<file path="src/tm2_regs.vh">
`ifndef TM2_REGS_VH
`define TM2_REGS_VH
`define TM2_OFF_CONTROL   12'h0c8
`define TM2_OFF_MODE_EXT  12'h0cc
`define TM2_OFF_COUNT_LO  12'h0d0
`define TM2_OFF_COUNT_HI  12'h0d4
`define TM2_OFF_RELOAD_LO 12'h0d8
`define TM2_OFF_RELOAD_HI 12'h0dc
`define TM2_CTL_OVF       7
`define TM2_CTL_EXF       6
`define TM2_CTL_RCLK      5
`define TM2_CTL_SERIAL_TX_CLOCK_SEL      4
`define TM2_CTL_EXEN      3
`define TM2_CTL_RUN       2
`define TM2_CTL_CT        1
`define TM2_CTL_CPRL      0
`define TM2_MOD_OE        1
`define TM2_MOD_DOWN_COUNT_ENABLE      0
`define TM2_CONTROL_RESET 8'h00
`define TM2_MODE_RESET    2'h0
`define TM2_OSC_DIV       4'hc
`define TM2_OUT_DIV       1'h1
`define TM2_COUNT_MAX     16'hffff
`endif

</file>
<file path="src/tm2_prescale.v">
`include "tm2_regs.vh"
`timescale 1ns/10ps
module tm2_prescale (
    input  wire MCLK,
    input  wire RESET,
    output wire tick12,
    output wire tick2
);
    reg [3:0] div;
    reg       half;
    always @(posedge MCLK or posedge RESET) begin
        if (RESET) begin
            div  <= 4'h0;
            half <= 1'b0;
        end else begin
            div  <= (div == `TM2_OSC_DIV - 4'h1) ? 4'h0 : div + 4'h1;
            half <= ~half;
        end
    end
    assign tick12 = (div == `TM2_OSC_DIV - 4'h1);
    assign tick2  = half;
endmodule // tm2_prescale

</file>
<file path="src/tm2_sync.v">
`timescale 1ns/10ps
module tm2_sync (
    input  wire MCLK,
    input  wire RESET,
    input  wire d,
    output reg  q,
    output wire fall
);
    reg meta;
    reg last;
    always @(posedge MCLK or posedge RESET) begin
        if (RESET) begin
            meta <= 1'b1;
            q    <= 1'b1;
            last <= 1'b1;
        end else begin
            meta <= d;
            q    <= meta;
            last <= q;
        end
    end
    // edge seen only after the second stage
    assign fall = last & ~q;
endmodule // tm2_sync

</file>
<file path="src/tm2_timer.v">
// Behaviour
// - count is two cascaded bytes
// - select oscillator over twelve or pin
// - low byte advances only while running
// - rclk, serial_tx_clock_sel, cprl choose the mode
// - no down enable: plain up reload
// - down enable: trigger pin sets direction
// - up overflow sets flag, reloads count
// - down underflow at reload, loads ffff
// - up/down toggles external flag, which gives no irq
// - clock-out counts at half clock, overflow gives no irq
// - output is clock over 4*(65536-reload)
// - square wave driven on count pin
// - baud and clock-out share reload
// - flag set only when serial selects zero
// - external flag set on trigger capture/reload
// - receive clock uses this overflow if set
// - transmit clock uses this overflow if set
`include "tm2_regs.vh"
`timescale 1ns/10ps
module tm2_timer (
    input  wire        MCLK,
    input  wire        RESET,
    input  wire        PSEL,
    input  wire        PENABLE,
    input  wire        PWRITE,
    input  wire [11:0] PADDR,
    input  wire [31:0] PWDATA,
    output wire [31:0] PRDATA,
    output wire        PREADY,
    output wire        PSLVERR,
    input  wire        COUNT_CLOCKOUT_PIN_IN,
    output reg         COUNT_CLOCKOUT_PIN_OUT,
    output wire        COUNT_CLOCKOUT_PIN_OE,
    input  wire        DIRECTION_TRIGGER_PIN,
    input  wire        OTHER_TIMER_OVERFLOW,
    output wire        SERIAL_RX_CLOCK,
    output wire        SERIAL_TX_CLOCK,
    output wire        TIMER_IRQ
);
    reg  [7:0]  control;
    reg  [1:0]  mode_ext;
    reg  [7:0]  count_low_byte;
    reg  [7:0]  count_high_byte;
    reg  [7:0]  reload_low_byte;
    reg  [7:0]  reload_high_byte;
    reg  [31:0] rdata;
    reg  [15:0] next_count;
    reg         wrap;
    reg         ovf_event;
    reg         exf_set;
    reg         exf_toggle;
    reg         capture;
    wire        tick12;
    wire        tick2;
    wire        pin_sync;
    wire        pin_fall;
    wire        dir_sync;
    wire        dir_fall;
    wire        wr_en;
    wire        step;
    wire        serial_sel;
    wire        clock_out;
    wire        updown;
    wire        down;
    wire        reload_mode;
    wire [15:0] count;
    wire [15:0] reload;

    tm2_sync u_pin_sync (
        .MCLK  (MCLK),
        .RESET (RESET),
        .d     (COUNT_CLOCKOUT_PIN_IN),
        .q     (pin_sync),
        .fall  (pin_fall)
    );
    tm2_sync u_dir_sync (
        .MCLK  (MCLK),
        .RESET (RESET),
        .d     (DIRECTION_TRIGGER_PIN),
        .q     (dir_sync),
        .fall  (dir_fall)
    );
    tm2_prescale u_prescale (
        .MCLK   (MCLK),
        .RESET  (RESET),
        .tick12 (tick12),
        .tick2  (tick2)
    );

    function hit;
        input [11:0] addr;
        input [11:0] offset;
        begin
            hit = (addr == offset);
        end
    endfunction

    assign count  = {count_high_byte, count_low_byte};
    assign reload = {reload_high_byte, reload_low_byte};
    assign serial_sel = control[`TM2_CTL_RCLK] | control[`TM2_CTL_SERIAL_TX_CLOCK_SEL];
    assign clock_out  = mode_ext[`TM2_MOD_OE] & ~control[`TM2_CTL_CT];
    // serial modes ignore the capture select
    assign reload_mode = serial_sel | ~control[`TM2_CTL_CPRL];
    assign updown = reload_mode & ~serial_sel & ~clock_out
                    & mode_ext[`TM2_MOD_DOWN_COUNT_ENABLE];
    assign down   = updown & ~dir_sync;
    // baud mode also counts at half clock, like clock-out
    assign step = control[`TM2_CTL_RUN] &
                  (control[`TM2_CTL_CT] ? pin_fall :
                   ((clock_out | serial_sel) ? tick2 : tick12));

    assign wr_en   = PSEL & PENABLE & PWRITE;
    assign PREADY  = 1'b1;
    assign PSLVERR = 1'b0;
    assign PRDATA  = rdata;
    assign COUNT_CLOCKOUT_PIN_OE = mode_ext[`TM2_MOD_OE];
    assign SERIAL_RX_CLOCK = control[`TM2_CTL_RCLK] ? ovf_event : OTHER_TIMER_OVERFLOW;
    assign SERIAL_TX_CLOCK = control[`TM2_CTL_SERIAL_TX_CLOCK_SEL] ? ovf_event : OTHER_TIMER_OVERFLOW;
    assign TIMER_IRQ = control[`TM2_CTL_OVF] | (control[`TM2_CTL_EXF] & ~updown);

    always @* begin
        next_count = count;
        wrap       = 1'b0;
        ovf_event  = 1'b0;
        exf_toggle = 1'b0;
        if (step) begin
            if (down) begin
                if (count == reload) begin
                    next_count = `TM2_COUNT_MAX;
                    wrap       = 1'b1;
                end else begin
                    next_count = count - 16'h0001;
                end
            end else if (count == `TM2_COUNT_MAX) begin
                next_count = reload_mode ? reload : 16'h0000;
                wrap       = 1'b1;
            end else begin
                next_count = count + 16'h0001;
            end
        end
        ovf_event  = wrap;
        exf_toggle = wrap & updown;
    end

    // trigger edges ignored while serial clocks use this timer
    always @* begin
        exf_set = control[`TM2_CTL_EXEN] & dir_fall & ~updown & ~serial_sel;
        capture = exf_set & ~reload_mode;
    end

    always @(posedge MCLK or posedge RESET) begin
        if (RESET) begin
            control          <= `TM2_CONTROL_RESET;
            mode_ext         <= `TM2_MODE_RESET;
            count_low_byte   <= 8'h00;
            count_high_byte  <= 8'h00;
            reload_low_byte  <= 8'h00;
            reload_high_byte <= 8'h00;
            COUNT_CLOCKOUT_PIN_OUT <= 1'b0;
        end else begin
            if (wr_en && hit(PADDR, `TM2_OFF_CONTROL)) begin
                control <= PWDATA[7:0];
            end
            if (wr_en && hit(PADDR, `TM2_OFF_MODE_EXT)) begin
                mode_ext <= PWDATA[1:0];
            end
            // hardware set wins over a software clear in the same cycle
            if (wrap && !serial_sel && !clock_out) begin
                control[`TM2_CTL_OVF] <= 1'b1;
            end
            if (exf_toggle) begin
                control[`TM2_CTL_EXF] <= ~control[`TM2_CTL_EXF];
            end else if (exf_set) begin
                control[`TM2_CTL_EXF] <= 1'b1;
            end
            // a trigger reload in reload mode also restarts the count
            if (exf_set && reload_mode) begin
                {count_high_byte, count_low_byte} <= reload;
            end else if (wr_en && hit(PADDR, `TM2_OFF_COUNT_LO)) begin
                count_low_byte <= PWDATA[7:0];
            end else if (wr_en && hit(PADDR, `TM2_OFF_COUNT_HI)) begin
                count_high_byte <= PWDATA[7:0];
            end else begin
                {count_high_byte, count_low_byte} <= next_count;
            end
            if (capture) begin
                {reload_high_byte, reload_low_byte} <= count;
            end else if (wr_en && hit(PADDR, `TM2_OFF_RELOAD_LO)) begin
                reload_low_byte <= PWDATA[7:0];
            end else if (wr_en && hit(PADDR, `TM2_OFF_RELOAD_HI)) begin
                reload_high_byte <= PWDATA[7:0];
            end
            // toggle per wrap gives clock / (4*(65536-reload)), 50% duty
            if (wrap && clock_out) begin
                COUNT_CLOCKOUT_PIN_OUT <= ~COUNT_CLOCKOUT_PIN_OUT;
            end
        end
    end

    always @* begin
        rdata = 32'h0000_0000;
        if (hit(PADDR, `TM2_OFF_CONTROL)) rdata[7:0] = control;
        if (hit(PADDR, `TM2_OFF_MODE_EXT)) rdata[1:0] = mode_ext;
        if (hit(PADDR, `TM2_OFF_COUNT_LO)) rdata[7:0] = count_low_byte;
        if (hit(PADDR, `TM2_OFF_COUNT_HI)) rdata[7:0] = count_high_byte;
        if (hit(PADDR, `TM2_OFF_RELOAD_LO)) rdata[7:0] = reload_low_byte;
        if (hit(PADDR, `TM2_OFF_RELOAD_HI)) rdata[7:0] = reload_high_byte;
    end
endmodule // tm2_timer
</file>
<file path="config.mk">
export PLATFORM = sky130hd
export DESIGN_NAME = tm2_timer
export DESIGN_NICKNAME = d
export VERILOG_FILES = /design/src/tm2_prescale.v /design/src/tm2_sync.v /design/src/tm2_timer.v
export VERILOG_INCLUDE_DIRS = /design/src
export SDC_FILE = /design/constraint.sdc
export NUM_CORES = 1
export LEC_CHECK = 0
export BUFFER_PORTS_ARGS = -buffer_cell sky130_fd_sc_hd__buf_2
export CORE_MARGIN = 8
export CORE_UTILIZATION = 25
export CTS_CLUSTER_SIZE = 16
export DETAILED_ROUTE_END_ITERATION = 6
export GPL_TIMING_DRIVEN = 0
export HOLD_SLACK_MARGIN = 0.03
export SLEW_MARGIN = 0
export SYNTH_ARGS = -nofsm -noshare
export SYNTH_HDL_FRONTEND = slang
export SYNTH_SLANG_ARGS = --single-unit
</file>
<file path="constraint.sdc">
create_clock -name MCLK -period 5.6 [get_ports MCLK]
set_input_delay 1.68 -clock MCLK [delete_from_list [all_inputs] [get_ports MCLK]]
set_output_delay 1.68 -clock MCLK [all_outputs]
set_load 0.005 [all_outputs]
</file>
# After elaboration in Yosys (flattened, before gate mapping)
# Index checks and enable logic that the tools add are counted.
totals:
  mem_bits_ro: 0
  reg_bits: 54
  inputBits: 52
  word_cells: 119
  latchBits: 0
  output_inout_bits: 39
  memories: 0
  mem_bits_rw: 0
classes:
  n_mux: 35
  eq_ne: 12
  bitwise: 31
  reduce_logical: 21
  multipliers: 0
  addsub: 3
  n_lt_le_gt_ge: 0
  shift: 0
  div: 0
ops:
  columns: ["operator", "count"]
  rows:
  - ["two-way mux 8 bit", 17]
  - ["two-way mux 16 bit", 5]
  - ["== test 12 x 8 -> 1 bit, second input constant", 6]
  - ["adder 16 x 1 -> 16 bit, second input constant", 1]
  - ["bitwise AND 1 bit", 16]
  - ["== test 16 bit", 1]
  - ["== test 16 bit, second input constant", 1]
  - ["subtractor 16 x 1 -> 16 bit, second input constant", 1]
  - ["two-way mux 1 bit", 11]
  - ["inverter 1 bit", 11]
  - ["logical AND 1 bit", 10]
  - ["nonzero test 3 bit", 3]
  - ["AND reduction 2 bit", 3]
  - ["nonzero test 2 bit", 3]
  - ["adder 4 x 1 -> 4 bit, second input constant", 1]
  - ["== test 4 bit, second input constant", 1]
  - ["two-way mux 4 bit", 1]
  - ["inequality test 2 bit, second input constant", 2]
  - ["OR 1 bit", 4]
  - ["inequality test 3 bit, second input constant", 1]
  - ["logical NOT 1 bit", 2]
  - ["two-way mux 2 bit", 1]

# Logic depth before layout (Yosys ltp)
# Gate-level depths: netlist (run 1).
depth:
  word_depth: 11
  depth_mapped: 9
  mapped_depth_nobuf: 8

# Modules after synthesis
# Synthesis (run 1) repeated with hierarchy kept, for this count alone.
unflattened:
  cells_unflattened: 513
  hier_area_um2: 4327.9
by_module_without_submodules:
  columns: ["mod", "n_inst", "seq_area_each_um2", "area_per_inst_um2", "cells_per_inst"]
  rows:
  - ["tm2_timer", 1, 1076.0, 3922.5, 486]
  - ["tm2_prescale", 1, 125.1, 212.7, 17]
  - ["tm2_sync", 2, 78.8, 96.3, 5]

# Worst setup path before layout (run 1)
# Ideal clock, no wire load.
synth_path:
  kind: "input to output"
  from: "in PADDR[9]"
  to: "out PRDATA[5]"
  n_path_buf: 0
  t_required_ns: 3.920
  arrival_ns: 3.429
  stages: 5
  path_slack_ns: 0.491
  cell_sequence: "or4_4 -> or2_2 -> nor3_1 -> a222oi_1 -> a21oi_1"
synth_via:
  elab_chain_len: 6
  word_cells_on_any_way: 10
  cone_classes: "eq/ne (5); mux (5)"
synth_lines:
  columns: ["item", "line_no", "text"]
  rows:
  - ["start: declaration", "tm2_timer.v:27", "input wire [11:0] PADDR,"]
  - ["== test 12 x 8 -> 1 bit", "tm2_timer.v:95", "hit = (addr == offset);"]
  - ["two-way mux 8 bit", "tm2_timer.v:203", "if (hit(PADDR, `TM2_OFF_CONTROL)) rdata[7:0] = control;"]
  - ["two-way mux 8 bit", "tm2_timer.v:205", "if (hit(PADDR, `TM2_OFF_COUNT_LO)) rdata[7:0] = count_low_byte;"]
  - ["two-way mux 8 bit", "tm2_timer.v:206", "if (hit(PADDR, `TM2_OFF_COUNT_HI)) rdata[7:0] = count_high_byte;"]
  - ["two-way mux 8 bit", "tm2_timer.v:207", "if (hit(PADDR, `TM2_OFF_RELOAD_LO)) rdata[7:0] = reload_low_byte;"]
  - ["two-way mux 8 bit *", "tm2_timer.v:208", "if (hit(PADDR, `TM2_OFF_RELOAD_HI)) rdata[7:0] = reload_high_byte;"]
  - ["end: declaration", "tm2_timer.v:29", "output wire [31:0] PRDATA,"]
# Mark *: on every way between the ends. The rest lies on a longest branch, timed or not.

# Worst setup path after layout (run 1)
layout_path:
  from: "in PADDR[9]"
  to: "out PRDATA[2]"
# Same word-level chain as after synthesis.

==> results.json, run 1 <==
{
  "post_dp_cell_area_um2": 5027,
  "syn_to_final_growth_pct": 17.12,
  "path_clk_slew_ns": 0.08,
  "critPathKind": "in2out",
  "drive_above_1_share_pct": 20.97,
  "drt_first_pass_iters": 6,
  "nFillCells": 1886,
  "slew_violations": 0,
  "synth_cell_types": 67,
  "final_cells": 826,
  "drtAntennaViolNets": 0,
  "grt-ovfl-total": 0,
  "crit_arrival_ns": 3.76,
  "vias": 4430,
  "vdd_drop_max_v": 0.0001148,
  "cts_setup_buffers": 0,
  "grt_util_met2_pct": 21.97,
  "diodes": 0,
  "io_pins": 91,
  "grt_pass1_wl_mm": 24.52,
  "dpl.hpwl_mm": 11.87,
  "period_minus_slack_ns": 5.438,
  "timing.final.ws_setup_ns": 0.1615,
  "nets": 655,
  "startpoint": "PADDR[9]",
  "tightest_slew_ns": 0.8987,
  "dp.cells": 818,
  "rr_startpoint": "count_high_byte[4]$_DFFE_PP0P_",
  "timing.final.crit_share_pct": 97.12,
  "htreeDepth": 2,
  "min_from": "u_pin_sync.meta$_DFF_PP1_",
  "worstPathMaxFanout": 8,
  "wirelength_mm": 15.78,
  "design_area_um2": 5195,
  "relSlewSlack_pct": 39.59,
  "post-place-ws_ns": -0.04860,
  "p_leak_nw": 2.166,
  "synth_seq_cells": 54,
  "cts.sinks": 54,
  "vias_per_cell": 5.363,
  "first_global_vias": 4236,
  "fmax_mhz": 183.9,
  "cts_tree": "done",
  "multi_input_area_um2": 2778,
  "grt_max_degree": 42,
  "critPathCaptureType": "primary output",
  "max-cap-violations": 0,
  "drtIter0Drc": 462,
  "seqCellArea_um2": 1359,
  "synth_area_per_cell_um2": 8.401,
  "rsz0062_at_grt": "no",
  "setup_violations": 0,
  "hold_path_depth": 0,
  "track_usage_pct": 14.00,
  "layout_commonest_cell": "buf_2",
  "cts_buffers": 5,
  "clock_latency_ns": 0.30,
  "syn_area_um2": 4436,
  "synth_edf_count": 0,
  "seq_area_frac_synth_pct": 30.63,
  "fp.dieH_um": 149.2,
  "status": "finished clean",
  "layout_common_cells": "buf_2, dfrtp_1, nor2_1, nand2_1, a21oi_1",
  "ys.flop_type": "dfrtp_1",
  "die-area_um2": 22260,
  "dieWidth_um": 149.2,
  "clockRootBuffer": "clkbuf_16",
  "hold_viol_final": 0,
  "grt_antenna_before_repair": 0,
  "wire_per_inst_um": 19.10,
  "yosys_warnings": 0,
  "critical_path_required_ns": 3.92,
  "grt.busiest_layer": "met2",
  "grtUsageMet3_pct": 2.518,
  "rows": 48,
  "synthArstFlopShare_pct": 100.0,
  "hold_path.class": "reg2reg",
  "crit_path_start_kind": "primary input",
  "synthCells": 528,
  "start_util_pct": 25.64,
  "gp_congestion": 0.9750,
  "clk_path_buf_depth": 2,
  "power_density_nw_per_um2": 164.1,
  "core-area_um2": 17300,
  "skew_ns": 0.01045,
  "grt_use_met1_pct": 18.86,
  "port_buffers": 40,
  "r2r_cells": 8,
  "drc": 0
}
## per-stage QoR
step                 TNS, ns  total power, mW  util (%)  hold slack [ns]
finish                     0           0.8526     30.03           0.3573
CTS                        0           0.8586     30.03           0.3593
floorplan                  0           0.4839         -           0.3452
global placement    -0.09210           0.5212     28.95           0.3464
detailed placement  -0.05329           0.5229     29.07           0.3476
global route               0           0.8809     30.03           0.3648
## layout make-up
| cell class | instances | area share, % |
|---|---|---|
| multi-input combinational | 421 | 53.47 |
| sequential | 54 | 26.16 |
| buffer | 66 | 6.961 |
| tap | 225 | 5.419 |
| timing repair buffer | 41 | 4.239 |
| clock buffer | 5 | 2.408 |
| inverter | 11 | 0.7948 |
| clock inverter | 3 | 0.5540 |
## routing by layer
layer | share of wire (%) | wire, µm | vias up
met5 | 0 | 0 | -
met4 | 2.6 | 415 | 0
met3 | 8.7 | 1377 | 34
met2 | 45 | 7070 | 240
met1 | 44 | 6911 | 2113
li1 | - | - | 2043
## Yosys cell counts (4+ instances only)
cell type  count  area [µm²]
dfrtp_1       48        1201
nor2_1        43       161.4
nand2_1       40       150.1
a21oi_1       34       170.2
xor2_1        30       262.8
clkbuf_1      28       105.1
buf_4         27       202.7
o21ai_0       25       125.1
mux2i_1       17       170.2
mux2_2        14       157.7
nand3_1       14       70.07
a31oi_1       13       81.33
nand4_1       13       81.33
nor3_1        13       65.06
inv_1         11       41.29
nor4_1        11       68.82
xnor2_1       11       96.34
buf_2         10       50.05
a211o_1        8       70.07
a211oi_1       6       45.04
and3_1         6       37.54
dfstp_2        6       157.7
a22o_1         5       43.79
a22oi_1        5       37.54
a31o_2         5       43.79
and2_1         5       31.28
or3_1          5       31.28
a21o_1         4       30.03
a221oi_1       4       35.03
a222oi_1       4       40.04
nor4_2         4       50.05
o211ai_1       4       30.03
or4_1          4       30.03
## logic make-up after synthesis
kind of cell               after synthesis  synth area share, %
AOI/OAI and AO/OA                      140                21.83
other                                    2               0.1693
and+or+nand+nor                        180                21.95
DFF                                     54                30.63
muxes                                   31                7.391
buffers and inverters                   77                9.083
adders and majority gates                3               0.8464
xor gates and xnor gates                41                8.096
## report_power, final
group          leakage (nW)  switching (mW)  total (mW)  internal [mW]
registers             0.585         0.00543       0.402          0.396
clock network        0.0759           0.162       0.333          0.171
logic                  1.51          0.0686       0.118         0.0489
total                  2.17           0.236       0.853          0.616
## critical path: stages
cell	delay (ns)
buf_2	0.09
or4_4	0.57
or2_2	0.36
nor4_4	0.45
a22o_1	0.23
a21oi_1	0.04
o21ai_0	0.15
buf_2	0.17
## final timing paths
kind | end | slack (ns)
min in group asynchronous | count_high_byte[2]$_DFFE_PP0P_ | 1.34
min reg2reg | u_pin_sync.q$_DFF_PP1_ | 0.36
max reg2reg | count_high_byte[6]$_DFFE_PP0P_ | 2.31
max | PRDATA[2] | 0.16
min | u_pin_sync.q$_DFF_PP1_ | 0.36
max in group asynchronous | u_dir_sync.last$_DFF_PP1_ | 3.68
## flip-flops by register name (all words and copies together) (netlist names), 2 cells and up
signal,cells
u_prescale.div,4
mode_ext,2
control,8
reload_low_byte,8
reload_high_byte,8
count_low_byte,8
count_high_byte,8
## repair_timing
action / in CTS / in global routing
hold buffers: 0 / 0
gates resized for setup: 2 / 0
endpoints found under the setup margin: 2 / 0
(Power assumes the default switching activity.)
==> run 2, diff against run 1 <==
--- a/config.mk
+++ b/config.mk
@@ -7,12 +7,15 @@
 export NUM_CORES = 1
 export LEC_CHECK = 0
 export BUFFER_PORTS_ARGS = -buffer_cell sky130_fd_sc_hd__buf_2
+export CAP_MARGIN = 40
 export CORE_MARGIN = 8
-export CORE_UTILIZATION = 25
+export CORE_UTILIZATION = 55
 export CTS_CLUSTER_SIZE = 16
 export DETAILED_ROUTE_END_ITERATION = 6
 export GPL_TIMING_DRIVEN = 0
 export HOLD_SLACK_MARGIN = 0.03
+export PLACE_DENSITY = 0.8
+export SETUP_SLACK_MARGIN = 0.3
 export SLEW_MARGIN = 0
 export SYNTH_ARGS = -nofsm -noshare
 export SYNTH_HDL_FRONTEND = slang
==> results.json, run 2 (same netlist as run 1, synthesis figures left out) <==
{
  "io_pins": 91,
  "grt_max_degree": 37,
  "clockRootBuffer": "clkbuf_8",
  "grt-ovfl-total": 0,
  "wl_met2_mm": 7.164,
  "hold_path.class": "reg2reg",
  "crit_end": "PRDATA[4]",
  "worst-path-stages": 8,
  "fmax_mhz": 191.1,
  "post_dp_cell_area_um2": 4873,
  "dp.cells": 695,
  "crit_top_cell": "buf_2",
  "grt_pass1_wl_mm": 25.26,
  "start_util_pct": 57.10,
  "cts_buffers": 5,
  "track_usage_pct": 28.29,
  "startpoint": "PADDR[9]",
  "nFillCells": 675,
  "power_density_nw_per_um2": 152.4,
  "grt_antenna_before_repair": 0,
  "rr_startpoint": "count_high_byte[4]$_DFFE_PP0P_",
  "hold_buffers": 0,
  "dieWidth_um": 105.8,
  "reg2reg_slack_ns": 2.16,
  "wl_met1_mm": 6.186,
  "rows": 32,
  "syn_to_final_growth_pct": 13.51,
  "vias": 4694,
  "crit_arrival_ns": 3.55,
  "drt_first_pass_iters": 5,
  "period_minus_slack_ns": 5.233,
  "cts_tree": "done",
  "layout_common_cells": "buf_2, dfrtp_1, nor2_1, nand2_1, a21oi_1",
  "cp_slowest_cell": "or4_4",
  "crit_chain": "buf_2 -> or4_4 -> or2_2 -> nor4_4 -> buf_4 -> a22oi_1 -> a31oi_1 -> buf_2",
  "layout_commonest_cell": "buf_2",
  "drive_above_1_share_pct": 21.62,
  "design_area_um2": 5035,
  "dr_wl_met3_mm": 2.046,
  "r2r-end": "count_high_byte[6]$_DFFE_PP0P_",
  "utilization_pct": 64.82,
  "critical_path_required_ns": 3.92,
  "hold_viol_final": 0,
  "tightest_slew_ns": 0.9441,
  "path_clk_slew_ns": 0.11,
  "htreeDepth": 2,
  "cpPeakStageDelay_ns": 0.59,
  "gp_congestion": 1.020,
  "timing.final.crit_share_pct": 93.44,
  "finalSetupTns_ns": 0,
  "wire_per_inst_um": 22.61,
  "final_cells": 708,
  "top_layer_used": "met4",
  "critPathKind": "in2out",
  "slew_violations": 0,
  "relSlewSlack_pct": 36.92,
  "first_global_vias": 4525,
  "clk_path_buf_depth": 2,
  "vdd_drop_max_v": 0.0001182,
  "crit_path_start_kind": "primary input",
  "setup_violations": 0,
  "nets": 660,
  "dpl.hpwl_mm": 11.62,
  "skew_ns": 0.01030,
  "drtAntennaViolNets": 0,
  "status": "finished clean",
  "vias_per_cell": 6.630,
  "wirelength_mm": 16.01,
  "r2r_cells": 8,
  "cp_num_buf_inv": 3,
  "die-area_um2": 11190,
  "drc": 0,
  "critPathCaptureType": "primary output",
  "worstPathMaxFanout": 5,
  "clock_latency_ns": 0.33,
  "critPathTopFamily": "simple AND/OR/NAND/NOR gates",
  "power_mw": 0.7673,
  "core-area_um2": 7767,
  "port_buffers": 40,
  "fp.dieH_um": 105.8,
  "diodes": 0,
  "max-cap-violations": 0,
  "drtIter0Drc": 599,
  "p_leak_nw": 2.188,
  "rsz0062_at_grt": "no",
  "cts.sinks": 54
}
-- run 2: worst min path at each step --
stage	start	to	slack, ns	cells after the start
final	u_dir_sync.meta$_DFF_PP1_	u_dir_sync.q$_DFF_PP1_	0.36	0
after global routing	u_dir_sync.meta$_DFF_PP1_	u_dir_sync.q$_DFF_PP1_	0.37	0
after CTS	u_dir_sync.meta$_DFF_PP1_	u_dir_sync.q$_DFF_PP1_	0.37	0
after detailed placement	u_dir_sync.meta$_DFF_PP1_	u_dir_sync.q$_DFF_PP1_	0.35	0
after global placement	u_dir_sync.meta$_DFF_PP1_	u_dir_sync.q$_DFF_PP1_	0.35	0
after floorplan	u_dir_sync.meta$_DFF_PP1_	u_dir_sync.q$_DFF_PP1_	0.35	0
-- run 2: worst register-to-register path, stage by stage (launching register included) --
cell       delay, ns
dfrtp_1         0.36
clkbuf_1        0.53
xor2_1          0.14
nor4_1          0.50
nand4_1         0.59
and2_1          0.37
clkbuf_1        0.24
a2111oi_0       0.49
a211o_1         0.17
-- run 2: where the power goes --
group          internal, mW  total [mW]  switching (mW)
Clock                0.0933       0.249           0.156
Combinational        0.0489       0.117          0.0681
Sequential            0.396       0.401         0.00473
-- run 2: metrics by stage --
| stage | setup slack [ns] | hold slack [ns] |
|---|---|---|
| global placement | -0.02480 | 0.3457 |
| detailed placement | -0.0003770 | 0.3497 |
| finish | 0.3674 | 0.3648 |
| floorplan | 0.4913 | 0.3452 |
| global route | 0.3097 | 0.3672 |
| CTS | 0.3299 | 0.3655 |
-- run 2: layout make-up --
class                   instances  area, µm²  share of cell area, %
multi-input cells             421       2790                  55.42
flip-flops and latches         54       1359                  26.99
plain buffers                  66      361.6                  7.182
repair buffers                 46      257.7                  5.119
well taps                     102      127.6                  2.535
clock buffers                   5      68.82                  1.367
inverters                      11      41.29                 0.8201
clock inverters                 3      28.78                 0.5716
-- run 2: repair_timing --
| item | in CTS | in global routing |
|---|---|---|
| gates cloned | 0 | 0 |
| pin swaps | 1 | 3 |
| endpoints found under the hold margin | 0 | 0 |
| endpoints found under the setup margin | 8 | 4 |
| resized for setup | 3 | 1 |
| buffers inserted | 2 | 3 |
-- run 2: routing by layer --
metal | vias to the layer above | track usage [%]
met3 | 54 | 7.552
met1 | 2194 | 36.95
li1 | 2062 | -
met4 | 0 | 11.66
met5 | - | 0
met2 | 384 | 43.25
